**src/rtcdc_pkg.sv**
```systemverilog
package rtcdc_pkg;
	localparam int RTCDC_NUM_SRC = 4;
	localparam int RTCDC_SRC_W = 2;
	localparam int RTCDC_PRE32_DIV = 32;
	localparam int RTCDC_PRE8_DIV = 8;
	localparam int RTCDC_PRE_W = 5;
	localparam int RTCDC_PT_W = 16;
	localparam int RTCDC_S0_W = 10;
	localparam int RTCDC_S1_W = 6;
	localparam int RTCDC_S2_W = 6;
	localparam int RTCDC_S3_W = 10;
	localparam int RTCDC_TC_W = 32;
	localparam int RTCDC_S0_POS = 0;
	localparam int RTCDC_S1_POS = 10;
	localparam int RTCDC_S2_POS = 16;
	localparam int RTCDC_S3_POS = 22;
	localparam int RTCDC_STAGES = 5;
	localparam logic [15:0] RTCDC_PT_RST = 16'h0000;
	localparam logic [31:0] RTCDC_TC_RST = 32'h0000_0000;
	localparam logic [31:0] RTCDC_RLD_RST = 32'h0000_0000;
	localparam logic [4:0] RTCDC_PRE_RST = 5'h00;
	localparam logic [2:0] RTCDC_PRE8_RST = 3'h0;
	localparam logic [4:0] RTCDC_IRQ_RST = 5'h00;

	// control inputs of the chain
	typedef struct packed {
		logic [1:0] src_sel;
		logic pre32_en;
		logic pre8_en;
		logic run;
		logic [4:0] irq_en;
	} rtcdc_ctrl_t;

	// word write strobes into the chain
	typedef struct packed {
		logic pt_wr;
		logic pt_rld_wr;
		logic tc_high_wr;
		logic tc_low_wr;
		logic rld_high_wr;
		logic rld_low_wr;
		logic [15:0] data;
	} rtcdc_wr_t;
endpackage

```
**src/rtcdc_chain.sv**
```systemverilog
`timescale 1ns/10ps
// Function
// - chain input clock selectable among internal sources and external pins
// - optional divide-by-32 and divide-by-8 prescalers, each bypassable
// - reloadable 16-bit prescale timer follows the prescalers
// - 32-bit time counter from cascaded 10,6,6,10-bit reloadable sub-timers
// - every timer counts upward only
// - each timer stage can raise its own interrupt request
// - all stage requests merged onto one shared request output
// - power reset clears every chain register except the pin sync flops
module rtcdc_chain import rtcdc_pkg::*; (
	// clock and power reset
	input wire logic clock,
	input wire logic rst_n,
	// clock sources: internal ticks (same domain) and external pins
	input wire logic [1:0] int_tick,
	input wire logic [1:0] ext_pin,
	// control and writes
	input wire rtcdc_ctrl_t ctrl,
	input wire rtcdc_wr_t wr,
	// state
	output logic [15:0] prescale_timer,
	output logic [15:0] time_count_high_word,
	output logic [15:0] time_count_low_word,
	output logic [4:0] stage_irq,
	output logic irq
);
	logic [1:0] pin_s1, pin_s2, pin_s3;
	logic [4:0] pre32_cnt, next_pre32_cnt;
	logic [2:0] pre8_cnt, next_pre8_cnt;
	logic [15:0] pt_rld, next_pt_rld, next_pt;
	logic [31:0] tc, next_tc, tc_rld, next_tc_rld;
	logic [4:0] next_stage_irq;
	logic next_irq;
	logic [RTCDC_NUM_SRC-1:0] src_tick;
	logic in_tick, t32, tick8, t8;
	logic pt_ovf;
	logic [3:0] sub_ovf;

	// external pins: two-stage sync, third flop only for edge detect
	always_ff @(posedge clock) begin
		pin_s1 <= ext_pin;
		pin_s2 <= pin_s1;
		pin_s3 <= pin_s2;
	end

	always_comb begin
		src_tick = {pin_s2 & ~pin_s3, int_tick};
		in_tick = src_tick[ctrl.src_sel];
		next_pre32_cnt = pre32_cnt;
		next_pre8_cnt = pre8_cnt;
		t32 = in_tick;
		if (ctrl.pre32_en && in_tick) begin
			next_pre32_cnt = pre32_cnt + 5'h01;
			t32 = (pre32_cnt == 5'(RTCDC_PRE32_DIV - 1));
		end else if (ctrl.pre32_en) begin
			t32 = 1'b0;
		end
		tick8 = t32;
		t8 = tick8;
		if (ctrl.pre8_en && tick8) begin
			next_pre8_cnt = pre8_cnt + 3'h1;
			t8 = (pre8_cnt == 3'(RTCDC_PRE8_DIV - 1));
		end else if (ctrl.pre8_en) begin
			t8 = 1'b0;
		end
	end

	always_ff @(posedge clock) begin
		if (!rst_n) begin
			pre32_cnt <= RTCDC_PRE_RST;
			pre8_cnt <= RTCDC_PRE8_RST;
		end else begin
			pre32_cnt <= next_pre32_cnt;
			pre8_cnt <= next_pre8_cnt;
		end
	end

	// sub-timer fields of the 32-bit counter
	function automatic logic [31:0] fmask(input int pos, input int w);
		fmask = ((32'h0000_0001 << w) - 32'h0000_0001) << pos;
	endfunction

	always_comb begin
		next_pt = prescale_timer;
		next_pt_rld = pt_rld;
		next_tc = tc;
		next_tc_rld = tc_rld;
		pt_ovf = 1'b0;
		sub_ovf = 4'h0;
		if (ctrl.run && t8) begin
			pt_ovf = (prescale_timer == 16'hffff);
			next_pt = pt_ovf ? pt_rld : prescale_timer + 16'h0001;
		end
		if (pt_ovf) begin
			sub_ovf[0] = ((tc & fmask(RTCDC_S0_POS, RTCDC_S0_W)) == fmask(RTCDC_S0_POS, RTCDC_S0_W));
			sub_ovf[1] = sub_ovf[0] && ((tc & fmask(RTCDC_S1_POS, RTCDC_S1_W)) == fmask(RTCDC_S1_POS, RTCDC_S1_W));
			sub_ovf[2] = sub_ovf[1] && ((tc & fmask(RTCDC_S2_POS, RTCDC_S2_W)) == fmask(RTCDC_S2_POS, RTCDC_S2_W));
			sub_ovf[3] = sub_ovf[2] && ((tc & fmask(RTCDC_S3_POS, RTCDC_S3_W)) == fmask(RTCDC_S3_POS, RTCDC_S3_W));
			next_tc[9:0] = sub_ovf[0] ? tc_rld[9:0] : tc[9:0] + 10'h001;
			if (sub_ovf[0]) begin
				next_tc[15:10] = sub_ovf[1] ? tc_rld[15:10] : tc[15:10] + 6'h01;
			end
			if (sub_ovf[1]) begin
				next_tc[21:16] = sub_ovf[2] ? tc_rld[21:16] : tc[21:16] + 6'h01;
			end
			if (sub_ovf[2]) begin
				next_tc[31:22] = sub_ovf[3] ? tc_rld[31:22] : tc[31:22] + 10'h001;
			end
		end
		// software writes take precedence over counting
		if (wr.pt_wr) begin
			next_pt = wr.data;
		end
		if (wr.pt_rld_wr) begin
			next_pt_rld = wr.data;
		end
		if (wr.tc_high_wr) begin
			next_tc[31:16] = wr.data;
		end
		if (wr.tc_low_wr) begin
			next_tc[15:0] = wr.data;
		end
		if (wr.rld_high_wr) begin
			next_tc_rld[31:16] = wr.data;
		end
		if (wr.rld_low_wr) begin
			next_tc_rld[15:0] = wr.data;
		end
		next_stage_irq = {sub_ovf, pt_ovf} & ctrl.irq_en;
		next_irq = |next_stage_irq;
	end

	always_ff @(posedge clock) begin
		if (!rst_n) begin
			prescale_timer <= RTCDC_PT_RST;
			pt_rld <= RTCDC_PT_RST;
			tc <= RTCDC_TC_RST;
			tc_rld <= RTCDC_RLD_RST;
			stage_irq <= RTCDC_IRQ_RST;
			irq <= 1'b0;
		end else begin
			prescale_timer <= next_pt;
			pt_rld <= next_pt_rld;
			tc <= next_tc;
			tc_rld <= next_tc_rld;
			stage_irq <= next_stage_irq;
			irq <= next_irq;
		end
	end

	always_ff @(posedge clock) begin
		if (!rst_n) begin
			time_count_high_word <= RTCDC_TC_RST[31:16];
			time_count_low_word <= RTCDC_TC_RST[15:0];
		end else begin
			time_count_high_word <= next_tc[31:16];
			time_count_low_word <= next_tc[15:0];
		end
	end
endmodule

```
**config.mk**
```make
export PLATFORM = sky130hd
export DESIGN_NAME = rtcdc_chain
export DESIGN_NICKNAME = d
export VERILOG_FILES = /design/src/rtcdc_pkg.sv /design/src/rtcdc_chain.sv
export SDC_FILE = /design/constraint.sdc
export NUM_CORES = 1
export LEC_CHECK = 0
export BUFFER_PORTS_ARGS = -buffer_cell sky130_fd_sc_hd__buf_2
export CAP_MARGIN = 15
export CORE_MARGIN = 3
export CORE_UTILIZATION = 57
export CTS_CLUSTER_DIAMETER = 150
export CTS_CLUSTER_SIZE = 25
export DETAILED_ROUTE_END_ITERATION = 10
export PLACE_DENSITY = 0.92
export SLEW_MARGIN = 10
export SYNTH_ARGS = -nofsm -noshare
export SYNTH_HDL_FRONTEND = slang
export SYNTH_SLANG_ARGS = --single-unit
```
**constraint.sdc**
```tcl
create_clock -name clock -period 2.9 [get_ports clock]
set_input_delay 0.29 -clock clock [delete_from_list [all_inputs] [get_ports clock]]
set_output_delay 0.29 -clock clock [all_outputs]
set_load 0.1 [all_outputs]
```
### After elaboration in Yosys (flattened, before gate mapping)

Index checks and enable logic that the tools add are counted.
W data, S select, Z words.

| cells by class | value |
|---|---|
| add/sub/neg operators | 7 |
| $lt $le $gt $ge | 1 |
| equality and inequality tests | 7 |
| mux-type cells | 21 |
| bitwise logic cells | 3 |
| reduce and logical (&&, ||, !) cells | 8 |

Operators by type and width:

| cell | count |
|---|---|
| $mux W16 | 5 |
| $mux W32 | 1 |
| $mux W10 | 3 |
| $mux W6 | 4 |
| $add A10 B1 Y10 const B | 2 |
| $eq A10 B10 Y1 const B | 2 |
| $add A16 B1 Y16 const B | 1 |
| $eq A16 B16 Y1 const B | 1 |
| $add A6 B1 Y6 const B | 2 |
| $eq A6 B6 Y1 const B | 2 |
| $logic_and A1 B1 Y1 | 6 |
| $mux W1 | 6 |
| $add A5 B1 Y5 const B | 1 |
| $and A5 B5 Y5 | 1 |
| $eq A5 B5 Y1 const B | 1 |
| $reduce_or A5 Y1 | 1 |
| $mux W4 | 1 |
| $add A3 B1 Y3 const B | 1 |
| $eq A3 B3 Y1 const B | 1 |
| $lt A2 B3 Y1 const B | 1 |
| $and A2 B2 Y2 | 1 |
| $bmux W1 S2 | 1 |
| $not A2 Y2 | 1 |
| $reduce_bool A2 Y1 | 1 |

| storage, ports and cells | value |
|---|---|
| flip-flop bits (word level) | 148 |
| bits of input ports | 38 |
| output and inout port bits | 54 |

### Longest topological paths before layout

Gate-level depths: netlist of the first run.

| depth | value |
|---|---|
| depth after elaboration | 13 |
| depth in mapped cells | 10 |
| mapped depth without buffers | 9 |

### Worst setup path before layout of the first run

OpenSTA, ideal clock, no wires.

| timing | value |
|---|---|
| path type | register -> register |
| from | reg tc[0] |
| to | reg tc[18] |
| data arrival time | 3.089 ns |
| setup slack | -0.248 ns |
| cell stages (with the launch flop) | 11 |
| buffers on the path | 3 |
| clock period less this slack | 3.148 ns |
| path through | dfxtp_1 -> ha_1 -> buf_4 -> nand4_2 -> or4_1 -> clkbuf_1 -> nor4_2 -> buf_4 -> a21oi_1 -> a31oi_1 -> a22o_1 |

| on the way | value |
|---|---|
| cells in the longest elaborated chain, start to end | 7 |

Ends and longest elaborated chain:

| element | line | RTL |
|---|---|---|
| start: declaration | rtcdc_chain.sv:32 | `logic [31:0] tc, next_tc, tc_rld, next_tc_rld;` |
| start signal: assignment | rtcdc_chain.sv:145 | `tc <= next_tc;` |
| $eq A10 B10 Y1 * | rtcdc_chain.sv:96 | `sub_ovf[0] = ((tc & fmask(RTCDC_S0_POS, RTCDC_S0_W)) == fmask(RTCDC_S0_POS, RTCDC_S0_W));` |
| $logic_and A1 B1 Y1 * | rtcdc_chain.sv:97 | `sub_ovf[1] = sub_ovf[0] && ((tc & fmask(RTCDC_S1_POS, RTCDC_S1_W)) == fmask(RTCDC_S1_POS, RTCDC_S1_W));` |
| $logic_and A1 B1 Y1 | rtcdc_chain.sv:98 | `sub_ovf[2] = sub_ovf[1] && ((tc & fmask(RTCDC_S2_POS, RTCDC_S2_W)) == fmask(RTCDC_S2_POS, RTCDC_S2_W));` |
| $mux W6 | rtcdc_chain.sv:105 | `next_tc[21:16] = sub_ovf[2] ? tc_rld[21:16] : tc[21:16] + 6'h01;` |
| $mux W6 * | rtcdc_chain.sv:104 | `if (sub_ovf[1]) begin` |
| $mux W32 * | rtcdc_chain.sv:95 | `if (pt_ovf) begin` |
| $mux W16 * | rtcdc_chain.sv:118 | `if (wr.tc_high_wr) begin` |

Mark *: on every way between the ends. The rest lies on a longest branch, timed or not.
A chain may end at the register's enable or synchronous reset.

### Worst setup path in the final report of the first run

| timing | value |
|---|---|
| from | reg tc[0] |
| to | reg tc[17] |

The elaborated chain is that of the path after synthesis.

==> results.md, run 1 <==
* Clock Skews at a little under 0.007 ns
* Pre-Repair DR Iteration Count at 6
* Post_cts resized at 0
* Critical Path Max Stage Delay at between 0.5 and 0.6 ns
* Slew @ Worst Pin at roughly 0.81 ns
* GRT Total Usage at approximately a third
* Synth cell count leaders: dfxtp_1, nor2_1, mux2i_1
* WL met1 at between 7000 and 8000 µm
* # DRC at 0
* Final Cell Area at 7030 µm²
* CTS tree: yes
* Post-Synthesis Cell Area at slightly below 6000 µm²
* Final WS setup at around 0.25 ns
* Crit end category: register
* RSZ-0062 raised after global routing: no
* Final WL at between 15000 and 20000 µm
* I/O pin count at 92
* R2r setup slk at about 0.25 ns
* Setup TNS at 0 ns
* Critical path class: register to register
* Achievable Freq at 377 MHz
* Dpl cell area at ~6400 µm²
* Antenna-violating nets left at 0
* # setup viols final at 0
* Primary FF master, synth: dfxtp_1
* # Post-CTS Setup Buffers at 0
* CTS Root Cell: clkbuf_8
* Met3 wire length at 1930 µm
* Grt ovf at 0
* Yosys top cell area share at 40.1%
* Vias per cell at around 6.5
* Slowest CP cell: nor3_1
* CP cell instances: ha_1, nand4_2, nor3_1, nand2_1, mux2_2, mux2i_1, o21ai_1
* CTS Sinks at roughly 120
* Setup WS pre-CTS at ~0.34 ns
* Core area at approximately 10000 µm²
* Worst endpoint required time at ~3.3 ns
* Outcome: completed
* Top-count cell post-synth: dfxtp_1
* FFs w/ async S/R, synth at 0%
* Clock slew at reported path FFs at ~0.06 ns
* Initial Util at between 50% and 60%
* Critical path buffers and inverters at 0
* First-pass GRT wire length at around 29000 µm
* CP startpoint kind: register
* PwrDens at 650 nW/µm²
* Clock buffer depth at 2
* Worst Hold Class: input pin to register
* Skew-Pair Late Insertion Delay at between 0.5 and 0.6 ns
* Register area share after synthesis at between 40% and 50%
* Net Count, Synth at roughly 730
* Ant. Diodes at 0
* Pleak at roughly 3.0 nW
* Layout cell share with drive strength beyond 1 at roughly 21%
* Die area at 11400 µm²
* Die width at ~110 µm
* H-Tree Level Count at 4
* Nets at slightly above 800
* CTS Buf Count at 17
* DR WL/cell at 19.9 µm
* Period minus WS final at between 2 and 3 ns
* Die H at about 110 µm
* Crit path max-delay family: simple AND/OR/NAND/NOR gates
* DP HPWL at 12400 µm
* CP max FO at 8
* Initial DRC count at around 730
* Maximum VDD drop at approximately 0.43 mV
* Final Hold Slack at roughly 0.022 ns
* Initial antenna violation count at 0
* Top cells by area, synth: dfxtp_1, mux2i_1, nor2_1, nand2_1, nand3_1
* DR vias at roughly 6000
* # rows at 36
* Cell count after synthesis at between 600 and 700
* Synthesized area per cell at around 8.5 µm²
* Area grow syn2layout at 21.5%
* Final Hold Viols at 0
* GPL Wtd Cong at ~0.93
* Pin count of the biggest net entering global routing at 68
* Area leader, netlist: dfxtp_1
* Post-synth EDFFs at 0
* Worst EP arrival at 3.06 ns
* Met2 Wirelength at approximately 8500 µm
* Final max-slew violation count at 0
* Vias in the first global route at approximately 5700
* Ys Warns at 0
* Placed insts at a little under 900
* Max-cap violations at 0
* #FFs+latches synth at about 120
* Number of I/O port buffers at 91
* Synth unique cells at 70
* Worst rel slew slack at a little under half
* Finished Layout Cells at a little over 900
* Crit share post-route at 91.5%
* Highest Signal Layer: met4
registers in the layout, indices dropped and copies added, names as in the netlist:
register,count
pre32_cnt,5
pin_s2,2
irq,1
pin_s3,2
prescale_timer,16
pin_s1,2
stage_irq,5
pt_rld,16
tc,32
pre8_cnt,3
tc_rld,32
stage by stage:
step | util [%] | power, mW
after detailed placement | 65.0 | 2.48
after global placement | 65.0 | 2.46
after floorplan | - | 2.30
after CTS | 71.6 | 4.56
final | 71.6 | 4.57
after global routing | 71.6 | 4.69
layer usage:
metal  global-route usage, %  up-vias
li1                        -     2687
met5                       0        -
met1                    38.8     2821
met4                    16.7        0
met3                    8.73       73
met2                    52.5      409
power by group:
part           switching [mW]  internal [mW]
combinational           0.523          0.166
sequential             0.0988           1.69
clock                   0.731           1.37
placed cells by master (no fill, tap or decap), types with 4 or more instances in the layout:
cell type      count
dfxtp_1          108
nor2_1            95
buf_2             91
mux2i_1           61
nand2_1           58
nand3_1           41
o21ai_0           33
a21oi_1           33
nand4_1           23
clkbuf_16         16
buf_4             16
nor3_1            14
a31oi_1           13
and3_1            12
inv_1             12
xnor2_1            9
ha_1               9
xor2_1             8
dfxtp_2            8
or3_1              7
nor4_1             6
o31ai_1            6
dlygate4sd3_1      6
nand2b_1           5
o21ai_1            5
a211oi_1           5
o211ai_1           4
and2_1             4
clkbuf_8           4
worst register-to-register path, stage by stage, from the launching register on:
cell	delay [ns]
dfxtp_2	0.38
ha_1	0.34
nand4_2	0.21
nor3_1	0.57
nand2_1	0.42
mux2_2	0.38
mux2i_1	0.16
o21ai_1	0.08
logic make-up after synthesis:
| kind of cell | synth area share [%] |
|---|---|
| multiplexers | 11.1 |
| adder cells (fa/ha/maj) | 1.95 |
| XOR/XNOR | 2.57 |
| buffers and inverters | 3.61 |
| flip-flops | 40.1 |
| AND/OR/NAND/NOR | 24.8 |
| AO/OA/AOI/OAI | 15.9 |
timing repair:
item | CTS | global route
hold buffers | 6 | 0
endpoints found under the setup margin | 0 | 0
hold endpoints to repair | 7 | 0
final timing paths:
check / start / to / cells after the start
setup reg to reg: tc[0] / tc[17] / 7
setup / recovery: tc[0] / tc[17] / 7
hold / removal: ctrl[1] / stage_irq[1] / 3
hold reg to reg: pin_s1[0] / pin_s2[0] / 0
layout make-up:
type	instances	area (µm²)
Timing Repair Buffer	113	636
Clock buffer	22	463
Multi-Input combinational cell	516	3260
Sequential cell	116	2330
Fill cell	784	2790
Tap cell	133	166
Clock inverter	9	128
Inverter	13	48.8
(Power assumes the default switching activity.)
==> run 2: changes to the inputs <==
--- a/config.mk
+++ b/config.mk
@@ -5,7 +5,7 @@
 export SDC_FILE = /design/constraint.sdc
 export NUM_CORES = 1
 export LEC_CHECK = 0
-export BUFFER_PORTS_ARGS = -buffer_cell sky130_fd_sc_hd__buf_2
+export BUFFER_PORTS_ARGS = -buffer_cell sky130_fd_sc_hd__clkbuf_2
 export CAP_MARGIN = 15
 export CORE_MARGIN = 3
 export CORE_UTILIZATION = 57
@@ -13,6 +13,7 @@
 export CTS_CLUSTER_SIZE = 25
 export DETAILED_ROUTE_END_ITERATION = 10
 export PLACE_DENSITY = 0.92
+export RECOVER_POWER = 50
 export SLEW_MARGIN = 10
 export SYNTH_ARGS = -nofsm -noshare
 export SYNTH_HDL_FRONTEND = slang
==> constraint.sdc (replaced) <==
create_clock -name clock -period 3 [get_ports clock]
set_input_delay 0.3 -clock clock [delete_from_list [all_inputs] [get_ports clock]]
set_output_delay 0.3 -clock clock [all_outputs]
set_load 0.1 [all_outputs]
==> run 2 against run 1 <==
- power fell by 4.9%
- flip-flop and latch count did not move
- largest power group unchanged
- non-clock buffer count decreased by 1
- sequential power is 3% lower
- clock-buffer cell count down 2
- via count is 0.25% higher
==> results.md, run 2 (same netlist as run 1, synthesis figures left out) <==
* Nets at 823 (was 824)
* CTS tree: yes (unchanged)
* Die width at 107 µm (unchanged)
* # Post-CTS Setup Buffers at 0 (unchanged)
* Critical Path Max Stage Delay at 0.79 ns (was 0.57 ns)
* Top flop regs: tc: 32 flops, tc_rld: 32 flops (unchanged)
* Worst Min Path Start: ctrl[1] (unchanged)
* Period minus WS final at 2.78 ns (was 2.65 ns)
* Reg2reg start: tc[0] (unchanged)
* I/O pin count at 92 (unchanged)
* First-pass GRT wire length at 30100 µm (was 28800 µm)
* Final max-slew violation count at 0 (unchanged)
* Post_cts resized at 0 (unchanged)
* H-Tree Level Count at 4 (unchanged)
* Final WL at 18800 µm (was 18400 µm)
* Ant. Diodes at 0 (unchanged)
* Worst Hold Class: input pin to register (unchanged)
* Worst Setup SP: tc[0] (unchanged)
* Worst rel slew slack at 15.2% (was 45.2%)
* Crit end category: register (unchanged)
* CP startpoint kind: register (unchanged)
* FILL cells at 741 (was 784)
* Final WS setup at 0.221 ns (was 0.246 ns)
* CTS Sinks at 116 (unchanged)
* Setup WS pre-CTS at 0.314 ns (was 0.343 ns)
* Die area at 11400 µm² (unchanged)
* Slowest CP cell: or4_1 (was nor3_1)
* Clock buffer depth at 2 (unchanged)
* Skew-Pair Late Insertion Delay at 0.53 ns (was 0.54 ns)
* Clock slew at reported path FFs at 0.06 ns (about the same)
* DR vias at 6005 (was 5990)
* Antenna-violating nets left at 0 (unchanged)
* Max-cap violations at 0 (unchanged)
* CP cell instances: ha_1, nand4_2, or4_1, nor4_2, buf_4, a21oi_1, a31oi_1, a22o_1 (was ha_1, nand4_2, nor3_1, nand2_1, mux2_2, mux2i_1, o21ai_1)
* Die H at 107 µm (unchanged)
* Pre-Repair DR Iteration Count at 5 (was 6)
* CTS Buf Count at 17 (unchanged)
* Critical path class: register to register (unchanged)
* GPL Wtd Cong at 0.930 (about the same)
* Slew @ Worst Pin at 1.27 ns (was 0.814 ns)
* Core area at 9820 µm² (unchanged)
* RSZ-0062 raised after global routing: no (unchanged)
* Pin count of the biggest net entering global routing at 41 (was 68)
* Vias per cell at 6.51 (was 6.50)
* Vias in the first global route at 6002 (was 5704)
* Initial DRC count at 793 (was 726)
* Layout cell share with drive strength beyond 1 at 17.2% (was 20.8%)
* CP max FO at 11 (was 8)
* Worst EP arrival at 3.25 ns (was 3.06 ns)
* Initial antenna violation count at 0 (unchanged)
* Final Hold Viols at 0 (unchanged)
* Initial Util at 59.0% (unchanged)
* Setup TNS at 0 ns (unchanged)
* Pleak at 2.88 nW (was 3.01 nW)
* CTS Root Cell: clkbuf_8 (unchanged)
* GRT Total Usage at 33.3% (was 32.2%)
* PwrDens at 624 nW/µm² (was 650 nW/µm²)
* Crit share post-route at 92.6% (was 91.5%)
* Area grow syn2layout at 20.3% (was 21.5%)
* Worst endpoint required time at 3.47 ns (was 3.31 ns)
* DR WL/cell at 20.4 µm (was 19.9 µm)
* Grt ovf at 0 (unchanged)
* # rows at 36 (unchanged)
* DP HPWL at 12700 µm (was 12400 µm)
* Number of I/O port buffers at 91 (unchanged)
* Maximum VDD drop at 0.405 mV (was 0.427 mV)
* # setup viols final at 0 (unchanged)
* Hold-fix buffers, CTS at 4 (was 6)
* Most common cell after layout, fill and taps aside: dfxtp_1 (unchanged)
* Clock Skews at 0.00986 ns (was 0.00682 ns)
* Outcome: completed (unchanged)
* R2r setup slk at 0.22 ns (was 0.25 ns)
* # DRC at 0 (unchanged)
* Most frequent cells in the layout: dfxtp_1, nor2_1, clkbuf_2, mux2i_1, nand2_1 (was dfxtp_1, nor2_1, buf_2, mux2i_1, nand2_1)
* Achievable Freq at 360 MHz (was 377 MHz)
[run 2: cell types whose count changed in the layout (fill, tap and decap cells not counted), moves of 2 or more]
cell | before | now
dlygate4sd3_1 | 6 | 4
dfxtp_1 | 108 | 110
clkbuf_2 | 0 | 65
dfxtp_2 | 8 | 6
clkinv_4 | 0 | 3
clkbuf_1 | 2 | 29
buf_2 | 91 | 0
[run 2: path summary, 6_finish.rpt]
| kind | end | depth (start not counted) |
|---|---|---|
| hold reg to reg | pin_s2[0] | 0 |
| hold / removal | stage_irq[1] | 3 |
| setup reg to reg | tc[18] | 8 |
| setup / recovery | tc[18] | 8 |
[run 2: worst max-delay path: cells and delay by family (launching register included)]
kind | cells | cell delay (ns)
buf+inv | 1 | 0.25
fa+ha+maj | 1 | 0.35
simple gates | 3 | 1.25
flops | 1 | 0.38
compound gates | 3 | 0.48
[run 2: metal layers]
metal / wire (µm) / track usage, % / vias to the layer above
met4: 1050 / 19.5 / 0
met5: 0 / 0 / -
li1: - / - / 2686
met1: 7020 / 40.0 / 2805
met2: 8580 / 52.3 / 411
met3: 2140 / 10.9 / 103
[run 2: report_power, final]
group / switching (mW) / total, mW / internal, mW
Clock: 0.734 / 1.96 / 1.22
Combinational: 0.512 / 0.667 / 0.155
Sequential: 0.0937 / 1.72 / 1.63
Total: 1.34 / 4.35 / 3.01
[run 2: area by class of cell]
class                   count  area (µm²)  share of cell area [%]
clock inverters            12         131                    1.89
flip-flops and latches    116        2330                    33.5
multi-input cells         516        3260                    46.8
clock buffers              20         445                    6.40
well taps                 133         166                    2.39
repair buffers            112         583                    8.37
inverters                  13        48.8                   0.701
[run 2: through the flow]
step	instances	cell area (µm²)	hold WS [ns]	power [mW]	util, %
CTS	922	7000	0.00272	4.34	71.3
floorplan	682	5800	0.310	2.23	-
detailed placement	886	6390	0.314	2.40	65.0
finish	922	6960	0.0202	4.35	70.9
global placement	886	6390	0.315	2.38	65.0
global route	922	6960	0.00423	4.47	70.9
